--- src/design/eprom_prog_regs.vh ---
// Timing counts and pin-level constants for the memory programmer
`ifndef EPROM_PROG_REGS_VH
`define EPROM_PROG_REGS_VH
`define CLK_HZ 40000000
`define PULSE_MS 50
`define PULSE_MAX_MS 55
`define PULSE_CYCLES ((`CLK_HZ / 1000) * `PULSE_MS)
`define PULSE_MAX_CYCLES ((`CLK_HZ / 1000) * `PULSE_MAX_MS)
`define SETUP_CYCLES 40
`define VERIFY_CYCLES 40
`define ADDR_W 11
`define DATA_W 8
`define ERASED_WORD 8'hff
`endif

--- src/design/eprom_programmer.v ---
// Host-side controller that reads, programs and verifies the memory via its pins
// Overview of operation
// RL1 - Memory holds 2048 eight-bit words, three-state
// RL2 - Six modes chosen by pin levels only
// RL3 - Strobe low, select low, 5 V: read
// RL4 - Strobe high at 5 V: power down
// RL5 - Power down floats all data outputs
// RL6 - Strobe low, select low, 25 V: verify
// RL7 - Erased bits high; programming only clears bits
// RL8 - Raise supply, select high, address, then data
// RL9 - Strobe high 50 ms, never over 55
// RL10 - Next word allowed once strobe is low
// RL11 - Release data, then select low to verify
// RL12 - Verify allowed with supply still high
// RL13 - Paralleled devices strobed together for wide words
// RL14 - Separate strobes; unwritten devices stay low
// RL15 - Select high at 5 V floats outputs
// RL16 - Hold lines stable; strobe only at 25 V
`timescale 1ns/1ps
`default_nettype none
`include "eprom_prog_regs.vh"
module eprom_programmer #(
    parameter NDEV = 1,
    parameter PULSE_CYCLES = `PULSE_CYCLES,
    parameter SETUP_CYCLES = `SETUP_CYCLES,
    parameter VERIFY_CYCLES = `VERIFY_CYCLES
) (
    input wire REF_CLK,
    input wire ARST_N,
    input wire CMD_READ,
    input wire CMD_PROG,
    input wire CMD_IDLE,
    input wire [NDEV-1:0] CMD_DEV_MASK,
    input wire [`ADDR_W-1:0] CMD_ADDR,
    input wire [NDEV*`DATA_W-1:0] CMD_DATA,
    output reg BUSY,
    output reg DONE,
    output reg VERIFY_ERR,
    output reg [NDEV*`DATA_W-1:0] RD_DATA,
    output reg VPP_HIGH,
    output reg CHIP_SELECT,
    output reg [NDEV-1:0] PROGRAM_STROBE_INPUT,
    output reg [`ADDR_W-1:0] ADDR,
    output reg [NDEV*`DATA_W-1:0] DATA_OUT,
    output reg DATA_OE_N,
    input wire [NDEV*`DATA_W-1:0] DATA_IN
);
    localparam DW = NDEV * `DATA_W;
    localparam TW = 22;
    localparam [3:0] S_IDLE = 4'h0, S_RD_SET = 4'h1, S_RD_CAP = 4'h2, S_VPP = 4'h3,
        S_SEL = 4'h4, S_ADDR = 4'h5, S_DATA = 4'h6, S_PULSE = 4'h7, S_REL = 4'h8,
        S_VSEL = 4'h9, S_VCAP = 4'ha, S_PDOWN = 4'hb;
    reg [3:0] st_q;
    reg [DW-1:0] din_s1_q, din_s2_q;
    reg [DW-1:0] wdata_q;
    reg [NDEV-1:0] mask_q;
    reg tload;
    reg [TW-1:0] tcount;
    wire tdone;
    integer i;
    reg [DW-1:0] expect_v;

    step_timer #(.W(TW)) u_timer (
        .clk(REF_CLK),
        .arst_n(ARST_N),
        .load(tload),
        .count(tcount),
        .done(tdone)
    );

    // Hard cap on the strobe width, independent of the phase timer
    localparam integer STB_LIMIT = `PULSE_MAX_CYCLES - 1;
    reg [TW-1:0] stb_len_q;
    wire stb_over = (stb_len_q == STB_LIMIT[TW-1:0]);
    always @(posedge REF_CLK or negedge ARST_N) begin
        if (!ARST_N) begin
            stb_len_q <= {TW{1'b0}};
        end else if ((|PROGRAM_STROBE_INPUT) && VPP_HIGH && !stb_over) begin
            stb_len_q <= stb_len_q + {{(TW-1){1'b0}}, 1'b1};
        end else if (!(|PROGRAM_STROBE_INPUT)) begin
            stb_len_q <= {TW{1'b0}};
        end
    end

    // Read-back data crosses from pins
    always @(posedge REF_CLK or negedge ARST_N) begin
        if (!ARST_N) begin
            din_s1_q <= {DW{1'b1}};
            din_s2_q <= {DW{1'b1}};
        end else begin
            din_s1_q <= DATA_IN;
            din_s2_q <= din_s1_q;
        end
    end

    // Expected verify word: masked bytes must read back as written
    always @* begin
        expect_v = din_s2_q; // RL7
        for (i = 0; i < NDEV; i = i + 1) begin
            if (mask_q[i])
                expect_v[i*`DATA_W +: `DATA_W] = wdata_q[i*`DATA_W +: `DATA_W];
        end
    end

    always @* begin
        tload = 1'b0;
        tcount = SETUP_CYCLES[TW-1:0];
        case (st_q)
            S_IDLE, S_PDOWN: tload = CMD_READ | CMD_PROG;
            S_VPP, S_SEL, S_ADDR: tload = tdone;
            S_DATA: begin
                tload = tdone;
                // Strobe falls the edge after done, so load one less
                tcount = PULSE_CYCLES[TW-1:0] - {{(TW-1){1'b0}}, 1'b1}; // RL9
            end
            S_PULSE: tload = tdone | stb_over; // RL9
            S_REL: tload = tdone;
            S_VSEL: begin
                tload = tdone;
                tcount = VERIFY_CYCLES[TW-1:0];
            end
            default: tload = 1'b0;
        endcase
    end

    always @(posedge REF_CLK or negedge ARST_N) begin
        if (!ARST_N) begin
            st_q <= S_PDOWN;
            BUSY <= 1'b0;
            DONE <= 1'b0;
            VERIFY_ERR <= 1'b0;
            RD_DATA <= {DW{1'b0}};
            VPP_HIGH <= 1'b0;
            CHIP_SELECT <= 1'b1;
            PROGRAM_STROBE_INPUT <= {NDEV{1'b0}};
            ADDR <= {`ADDR_W{1'b0}};
            DATA_OUT <= {DW{1'b1}};
            DATA_OE_N <= 1'b1;
            wdata_q <= {DW{1'b1}};
            mask_q <= {NDEV{1'b0}};
        end else begin
            DONE <= 1'b0;
            case (st_q)
                S_PDOWN, S_IDLE: begin
                    BUSY <= 1'b0;
                    if (CMD_READ) begin
                        // Read mode at 5 V, strobe low (RL3)
                        st_q <= S_RD_SET;
                        BUSY <= 1'b1;
                        VPP_HIGH <= 1'b0;
                        PROGRAM_STROBE_INPUT <= {NDEV{1'b0}};
                        CHIP_SELECT <= 1'b0;
                        ADDR <= CMD_ADDR;
                        DATA_OE_N <= 1'b1;
                    end else if (CMD_PROG) begin
                        st_q <= S_VPP;
                        BUSY <= 1'b1;
                        VERIFY_ERR <= 1'b0;
                        VPP_HIGH <= 1'b1; // RL8
                        PROGRAM_STROBE_INPUT <= {NDEV{1'b0}};
                        wdata_q <= CMD_DATA;
                        mask_q <= CMD_DEV_MASK;
                    end else if (CMD_IDLE) begin
                        // Strobe high at 5 V parks devices in power down
                        st_q <= S_PDOWN; // RL4
                        VPP_HIGH <= 1'b0;
                        CHIP_SELECT <= 1'b1;
                        PROGRAM_STROBE_INPUT <= {NDEV{1'b1}};
                        DATA_OE_N <= 1'b1; // RL5
                    end
                end
                S_RD_SET: if (tdone) st_q <= S_RD_CAP;
                S_RD_CAP: begin
                    RD_DATA <= din_s2_q; // RL1
                    DONE <= 1'b1;
                    CHIP_SELECT <= 1'b1; // RL15
                    st_q <= S_IDLE;
                end
                S_VPP: if (tdone) begin
                    CHIP_SELECT <= 1'b1; // RL8
                    st_q <= S_SEL;
                end
                S_SEL: if (tdone) begin
                    ADDR <= CMD_ADDR; // RL8
                    st_q <= S_ADDR;
                end
                S_ADDR: if (tdone) begin
                    DATA_OUT <= wdata_q;
                    DATA_OE_N <= 1'b0;
                    st_q <= S_DATA;
                end
                S_DATA: if (tdone) begin
                    // Only selected devices get the pulse
                    if (VPP_HIGH) // RL16
                        PROGRAM_STROBE_INPUT <= mask_q; // RL13 RL14
                    st_q <= S_PULSE;
                end
                S_PULSE: if (tdone || stb_over) begin
                    PROGRAM_STROBE_INPUT <= {NDEV{1'b0}}; // RL9
                    st_q <= S_REL;
                end
                S_REL: if (tdone) begin
                    DATA_OE_N <= 1'b1; // RL11
                    st_q <= S_VSEL;
                end
                S_VSEL: if (tdone) begin
                    CHIP_SELECT <= 1'b0; // RL11 RL12
                    st_q <= S_VCAP;
                end
                S_VCAP: if (tdone) begin
                    // Verify with supply still at 25 V
                    RD_DATA <= din_s2_q; // RL6
                    VERIFY_ERR <= (din_s2_q != expect_v);
                    CHIP_SELECT <= 1'b1;
                    VPP_HIGH <= 1'b0;
                    DONE <= 1'b1; // RL10
                    st_q <= S_IDLE;
                end
                default: st_q <= S_IDLE;
            endcase
        end
    end
endmodule // eprom_programmer
`default_nettype wire

--- src/design/step_timer.v ---
// Down-counting delay timer used for setup, strobe and verify phases
`timescale 1ns/1ps
`default_nettype none
module step_timer #(
    parameter W = 22
) (
    input wire clk,
    input wire arst_n,
    input wire load,
    input wire [W-1:0] count,
    output reg done
);
    reg [W-1:0] cnt_q;
    always @(posedge clk or negedge arst_n) begin
        if (!arst_n) begin
            cnt_q <= {W{1'b0}};
            done <= 1'b0;
        end else if (load) begin
            cnt_q <= count;
            done <= 1'b0;
        end else if (cnt_q != {W{1'b0}}) begin
            cnt_q <= cnt_q - {{(W-1){1'b0}}, 1'b1};
            done <= (cnt_q == {{(W-1){1'b0}}, 1'b1});
        end else begin
            done <= 1'b0;
        end
    end
endmodule // step_timer
`default_nettype wire

--- config.mk ---
export PLATFORM = sky130hd
export DESIGN_NAME = eprom_programmer
export DESIGN_NICKNAME = d
export VERILOG_FILES = /design/src/design/eprom_programmer.v /design/src/design/step_timer.v
export VERILOG_INCLUDE_DIRS = /design/src /design/src/design
export SDC_FILE = /design/constraint.sdc
export NUM_CORES = 1
export LEC_CHECK = 0
export BUFFER_PORTS_ARGS = -buffer_cell sky130_fd_sc_hd__buf_2
export CORE_MARGIN = 2
export CORE_UTILIZATION = 40
export DETAILED_ROUTE_END_ITERATION = 7
export SYNTH_ARGS = -nofsm -noshare
export SYNTH_HDL_FRONTEND = slang
export SYNTH_HIERARCHICAL = 1
export SYNTH_SLANG_ARGS = --single-unit
--- constraint.sdc ---
create_clock -name REF_CLK -period 7.45 [get_ports REF_CLK]
set_clock_uncertainty 0.05 [all_clocks]
set_input_delay 0.745 -clock REF_CLK [delete_from_list [all_inputs] [get_ports REF_CLK]]
set_output_delay 0.745 -clock REF_CLK [all_outputs]
set_load 0.05 [all_outputs]
==> impl_summary.log <==
[metrics] run status: finished clean
[metrics] clock transition at the registers of the reported paths: 70 ps
[metrics] total of hold buffers inserted after clock tree synthesis: 0
[metrics] setup slack after layout: 2950 ps
[metrics] maximum achievable frequency: 222 MHz
[metrics] Via-to-Cell Ratio: 5.20
[metrics] width of the die: 120 µm
[metrics] Final Slew Violations: 0
[metrics] Adder-Cell Fraction of Synth Area: 0.695%
[metrics] Inserted Clock Buffers: 9
[metrics] number of enable flip-flop cells after synthesis: 0
[metrics] most frequent cells in the layout: sky130_fd_sc_hd__dfrtp_1, sky130_fd_sc_hd__buf_2, sky130_fd_sc_hd__nor2_1, sky130_fd_sc_hd__nand2_1, sky130_fd_sc_hd__mux2_2
[metrics] CP max stage delay: 870 ps
[metrics] simple-gate portion of the synthesized area: 20.5%
[metrics] max cap viols: 0
[metrics] share of cells above drive strength 1: 30.4%
[metrics] Placeable Area: 0.0132 mm²
[metrics] wire length of the first global-routing pass: 19,100 µm
[metrics] Chip Height: 120 µm
[metrics] mux contribution to synthesized area: 9.97%
[metrics] post-route total power: 2330 µW
[metrics] proportion of netlist area held by the largest area contributor: 32.9%
[metrics] Clock Root Buffer: sky130_fd_sc_hd__clkbuf_16
[metrics] vias: 3,920
[metrics] setup-violating endpoint count in the final report: 0
[metrics] total of buffers placed on input and output ports: 66
[metrics] effective utilization at floorplan: 40.9%
[metrics] crit path launch type: flip-flop
[metrics] GR Util All Layers: 16.5%
[metrics] Max clock buf depth: 2
[metrics] worst ir drop on vdd: 0.202 mV
[metrics] Sum Neg Setup Slack: 0 ps
[metrics] most common cell after layout, fill and taps aside: sky130_fd_sc_hd__dfrtp_1
[metrics] Worst Path Required: 7610 ps
[metrics] area of the die: 0.0144 mm²
[metrics] sum of buffers and inverters on the critical path: 1
[metrics] NumNets Final: 609
[metrics] Cell Count Post-Placement: 738
[metrics] Routed met1 length: 5180 µm
[metrics] ratio of total power to cell area: 377 mW/mm²
[metrics] signed area change from the synthesized netlist to the final layout: 14.6%
[metrics] critical path peak fanout: 28
[metrics] flops & latches, synth: 108
[metrics] post-route fraction of the period consumed by the critical path: 60.4%
[metrics] antenna violations before repair: 0
[metrics] total number of H-tree levels: 3
[metrics] Rows: 42
[metrics] post-synth design cell area: 0.00540 mm²
[metrics] later-pin clock latency in the skew report: 350 ps
[metrics] parity-gate share of the synthesized area counting xor and xnor cells: 5.68%
[metrics] non-filler instance count after layout: 754
[metrics] iteration count of the initial detailed-routing pass: 4
[metrics] Filler Cell Count: 1,237
[metrics] share of synthesized registers carrying an async set or reset: 100%
[metrics] global route total overflow: 0
[metrics] met2 wire length: 5540 µm
[metrics] highest-delay cell along the critical path: sky130_fd_sc_hd__clkinv_1
[metrics] vias in the first global route: 4,001
[metrics] detailed router's first-iteration violation count: 236
[metrics] clock tree from TritonCTS: done
[metrics] cell type with the highest aggregate area in the netlist: sky130_fd_sc_hd__dfrtp_1
[metrics] RSZ-0062 raised after global routing: no
[metrics] routability-driven placement congestion ratio: 0.878
[metrics] list of cells traversed by the critical path: or4b_1 -> or3_1 -> nor2_4 -> a21oi_1 -> nor3_1 -> a221o_1 -> clkinv_1 -> and3_1 -> a2111oi_0
[metrics] met3 routed wirelength: 398 µm
[metrics] Min Hold Slack: 304 ps
[metrics] Boundary Pins: 67
[metrics] total of warnings raised by yosys: 6
[metrics] most frequently used flop master after synthesis: sky130_fd_sc_hd__dfrtp_1
[metrics] Resized Gates After CTS: 0
[metrics] type of the setup path with the least slack: flip-flop to flip-flop
[metrics] compound-cell area share of the yosys netlist: 9.50%
[metrics] detailed-route wire length per cell: 14.9 µm
[metrics] # Post-CTS Setup Buffers: 0
[metrics] main combinational cell family by area after synthesis: simple AND/OR/NAND/NOR gates
[metrics] count of mapped cells out of synthesis: 507
[metrics] HPWL after detailed placement: 7860 µm
[metrics] # diodes: 0
[metrics] highest metal layer with signal wires: met4
[metrics] worst-margin pin slew: 1180 ps
[metrics] Hold/Removal Path Class: flip-flop to flip-flop
[metrics] Netlist cell types: 64
[metrics] leakage component of the power: 0.00263 µW
[metrics] endpoint kind of the worst setup timing path: flip-flop
[metrics] family with the most delay on the worst path: simple AND/OR/NAND/NOR gates
[metrics] worst slew margin relative to its limit: 21.3%
[metrics] maximum number of pins on one net before global-route repair: 64
[metrics] ANT nets after route: 0
[metrics] biggest area contributors in the synthesized netlist: sky130_fd_sc_hd__dfrtp_1, sky130_fd_sc_hd__dfstp_2, sky130_fd_sc_hd__mux2_2
[metrics] fin crit period: 4500 ps
[metrics] arrival time worst endpoint: 4660 ps
[metrics] fraction of the yosys area taken by sequential cells: 50.9%
[metrics] Clock Sinks: 108
[metrics] DRC violations left: 0
[metrics] Setup Slack @ Placement: 2920 ps
[metrics] routed wire length: 11,200 µm
[metrics] mean cell area of the mapped netlist: 10.6 µm²
[metrics] Final Hold Violating Endpoints: 0
==> power breakdown <==
part | internal (µW) | leakage (µW) | switching (µW)
Clock | 237 | 0.000132 | 213
Combinational | 352 | 0.00122 | 558
Sequential | 785 | 0.00128 | 187
Total | 1370 | 0.00263 | 959
==> routing by layer <==
| layer | up-vias | track usage (%) |
|---|---|---|
| met3 | 12 | 4.20 |
| met5 | - | 0 |
| met2 | 71 | 27.4 |
| met4 | 0 | 5.07 |
| met1 | 1916 | 21.1 |
| li1 | 1921 | - |
==> registers in the layout, summed over array words and instances, names as in the netlist <==
name / flops
PROGRAM_STROBE_INPUT: 1
RD_DATA: 8
din_s1_q: 8
DONE: 1
stb_len_q: 22
DATA_OE_N: 1
st_q: 4
ADDR: 11
BUSY: 1
u_timer/cnt_q: 22
wdata_q: 8
din_s2_q: 8
DATA_OUT: 8
VPP_HIGH: 1
mask_q: 1
u_timer/done: 1
CHIP_SELECT: 1
VERIFY_ERR: 1
==> cell type report <==
class,instances,area (µm²),share of cell area [%]
clock buffer,11,243,3.92
clock inverter,5,37.5,0.607
inverter,13,48.8,0.789
multi-input combinational,373,2540,41.1
sequential,108,2750,44.4
tap,176,220,3.56
timing repair buffer,68,348,5.62
==> worst paths after layout <==
| path | startpoint | endpoint | slack (ps) | cells past startpoint |
|---|---|---|---|---|
| worst min-delay path | din_s1_q[1] | din_s2_q[1] | 300 | 0 |
| min in group asynchronous | ARST_N | DONE | 330 | 1 |
| worst min register to register | din_s1_q[1] | din_s2_q[1] | 300 | 0 |
| worst max register to register | stb_len_q[10] | u_timer/cnt_q[3] | 2950 | 9 |
| worst max-delay path | stb_len_q[10] | u_timer/cnt_q[3] | 2950 | 9 |
| max in group asynchronous | ARST_N | u_timer/cnt_q[11] | 5800 | 2 |
==> logic make-up (layout without fill, tap and decap cells) <==
logic type	after synthesis	after routing
AO/OA/AOI/OAI	73	73
XOR/XNOR	35	35
adder cells (fa/ha/maj)	3	3
buffers and inverters	35	97
flip-flops	108	108
multiplexers	49	49
other	2	11
AND/OR/NAND/NOR	202	202
==> stage by stage <==
stage / area (µm²) / utilization, %
global route: 6190 / 46.9
global placement: 5910 / 44.8
finish: 6190 / 46.9
detailed placement: 5910 / 44.8
floorplan: 5430 / -
CTS: 6190 / 46.9
==> worst register-to-register path, delay by kind of cell (launching register included) <==
kind / cells / cell delay [ps]
compound gates: 3 / 1110
buf+inv: 1 / 880
flops: 1 / 420
simple gates: 5 / 1890
==> cell usage after synthesis, types with 6 or more instances <==
library cell / number
sky130_fd_sc_hd__dfrtp_1: 71
sky130_fd_sc_hd__mux2_2: 38
sky130_fd_sc_hd__nand2_1: 38
sky130_fd_sc_hd__nor2_1: 38
sky130_fd_sc_hd__dfstp_2: 37
sky130_fd_sc_hd__nor3_1: 23
sky130_fd_sc_hd__xnor2_1: 23
sky130_fd_sc_hd__o21ai_0: 18
sky130_fd_sc_hd__clkbuf_1: 17
sky130_fd_sc_hd__a21oi_1: 16
sky130_fd_sc_hd__and2_1: 16
sky130_fd_sc_hd__nand3_1: 13
sky130_fd_sc_hd__inv_1: 12
sky130_fd_sc_hd__nor4_1: 12
sky130_fd_sc_hd__xor2_1: 12
sky130_fd_sc_hd__mux2i_1: 11
sky130_fd_sc_hd__nand2b_1: 9
sky130_fd_sc_hd__or3_1: 8
sky130_fd_sc_hd__a211oi_1: 7
sky130_fd_sc_hd__nand4_1: 6
Power figures use the tool's default switching activity.
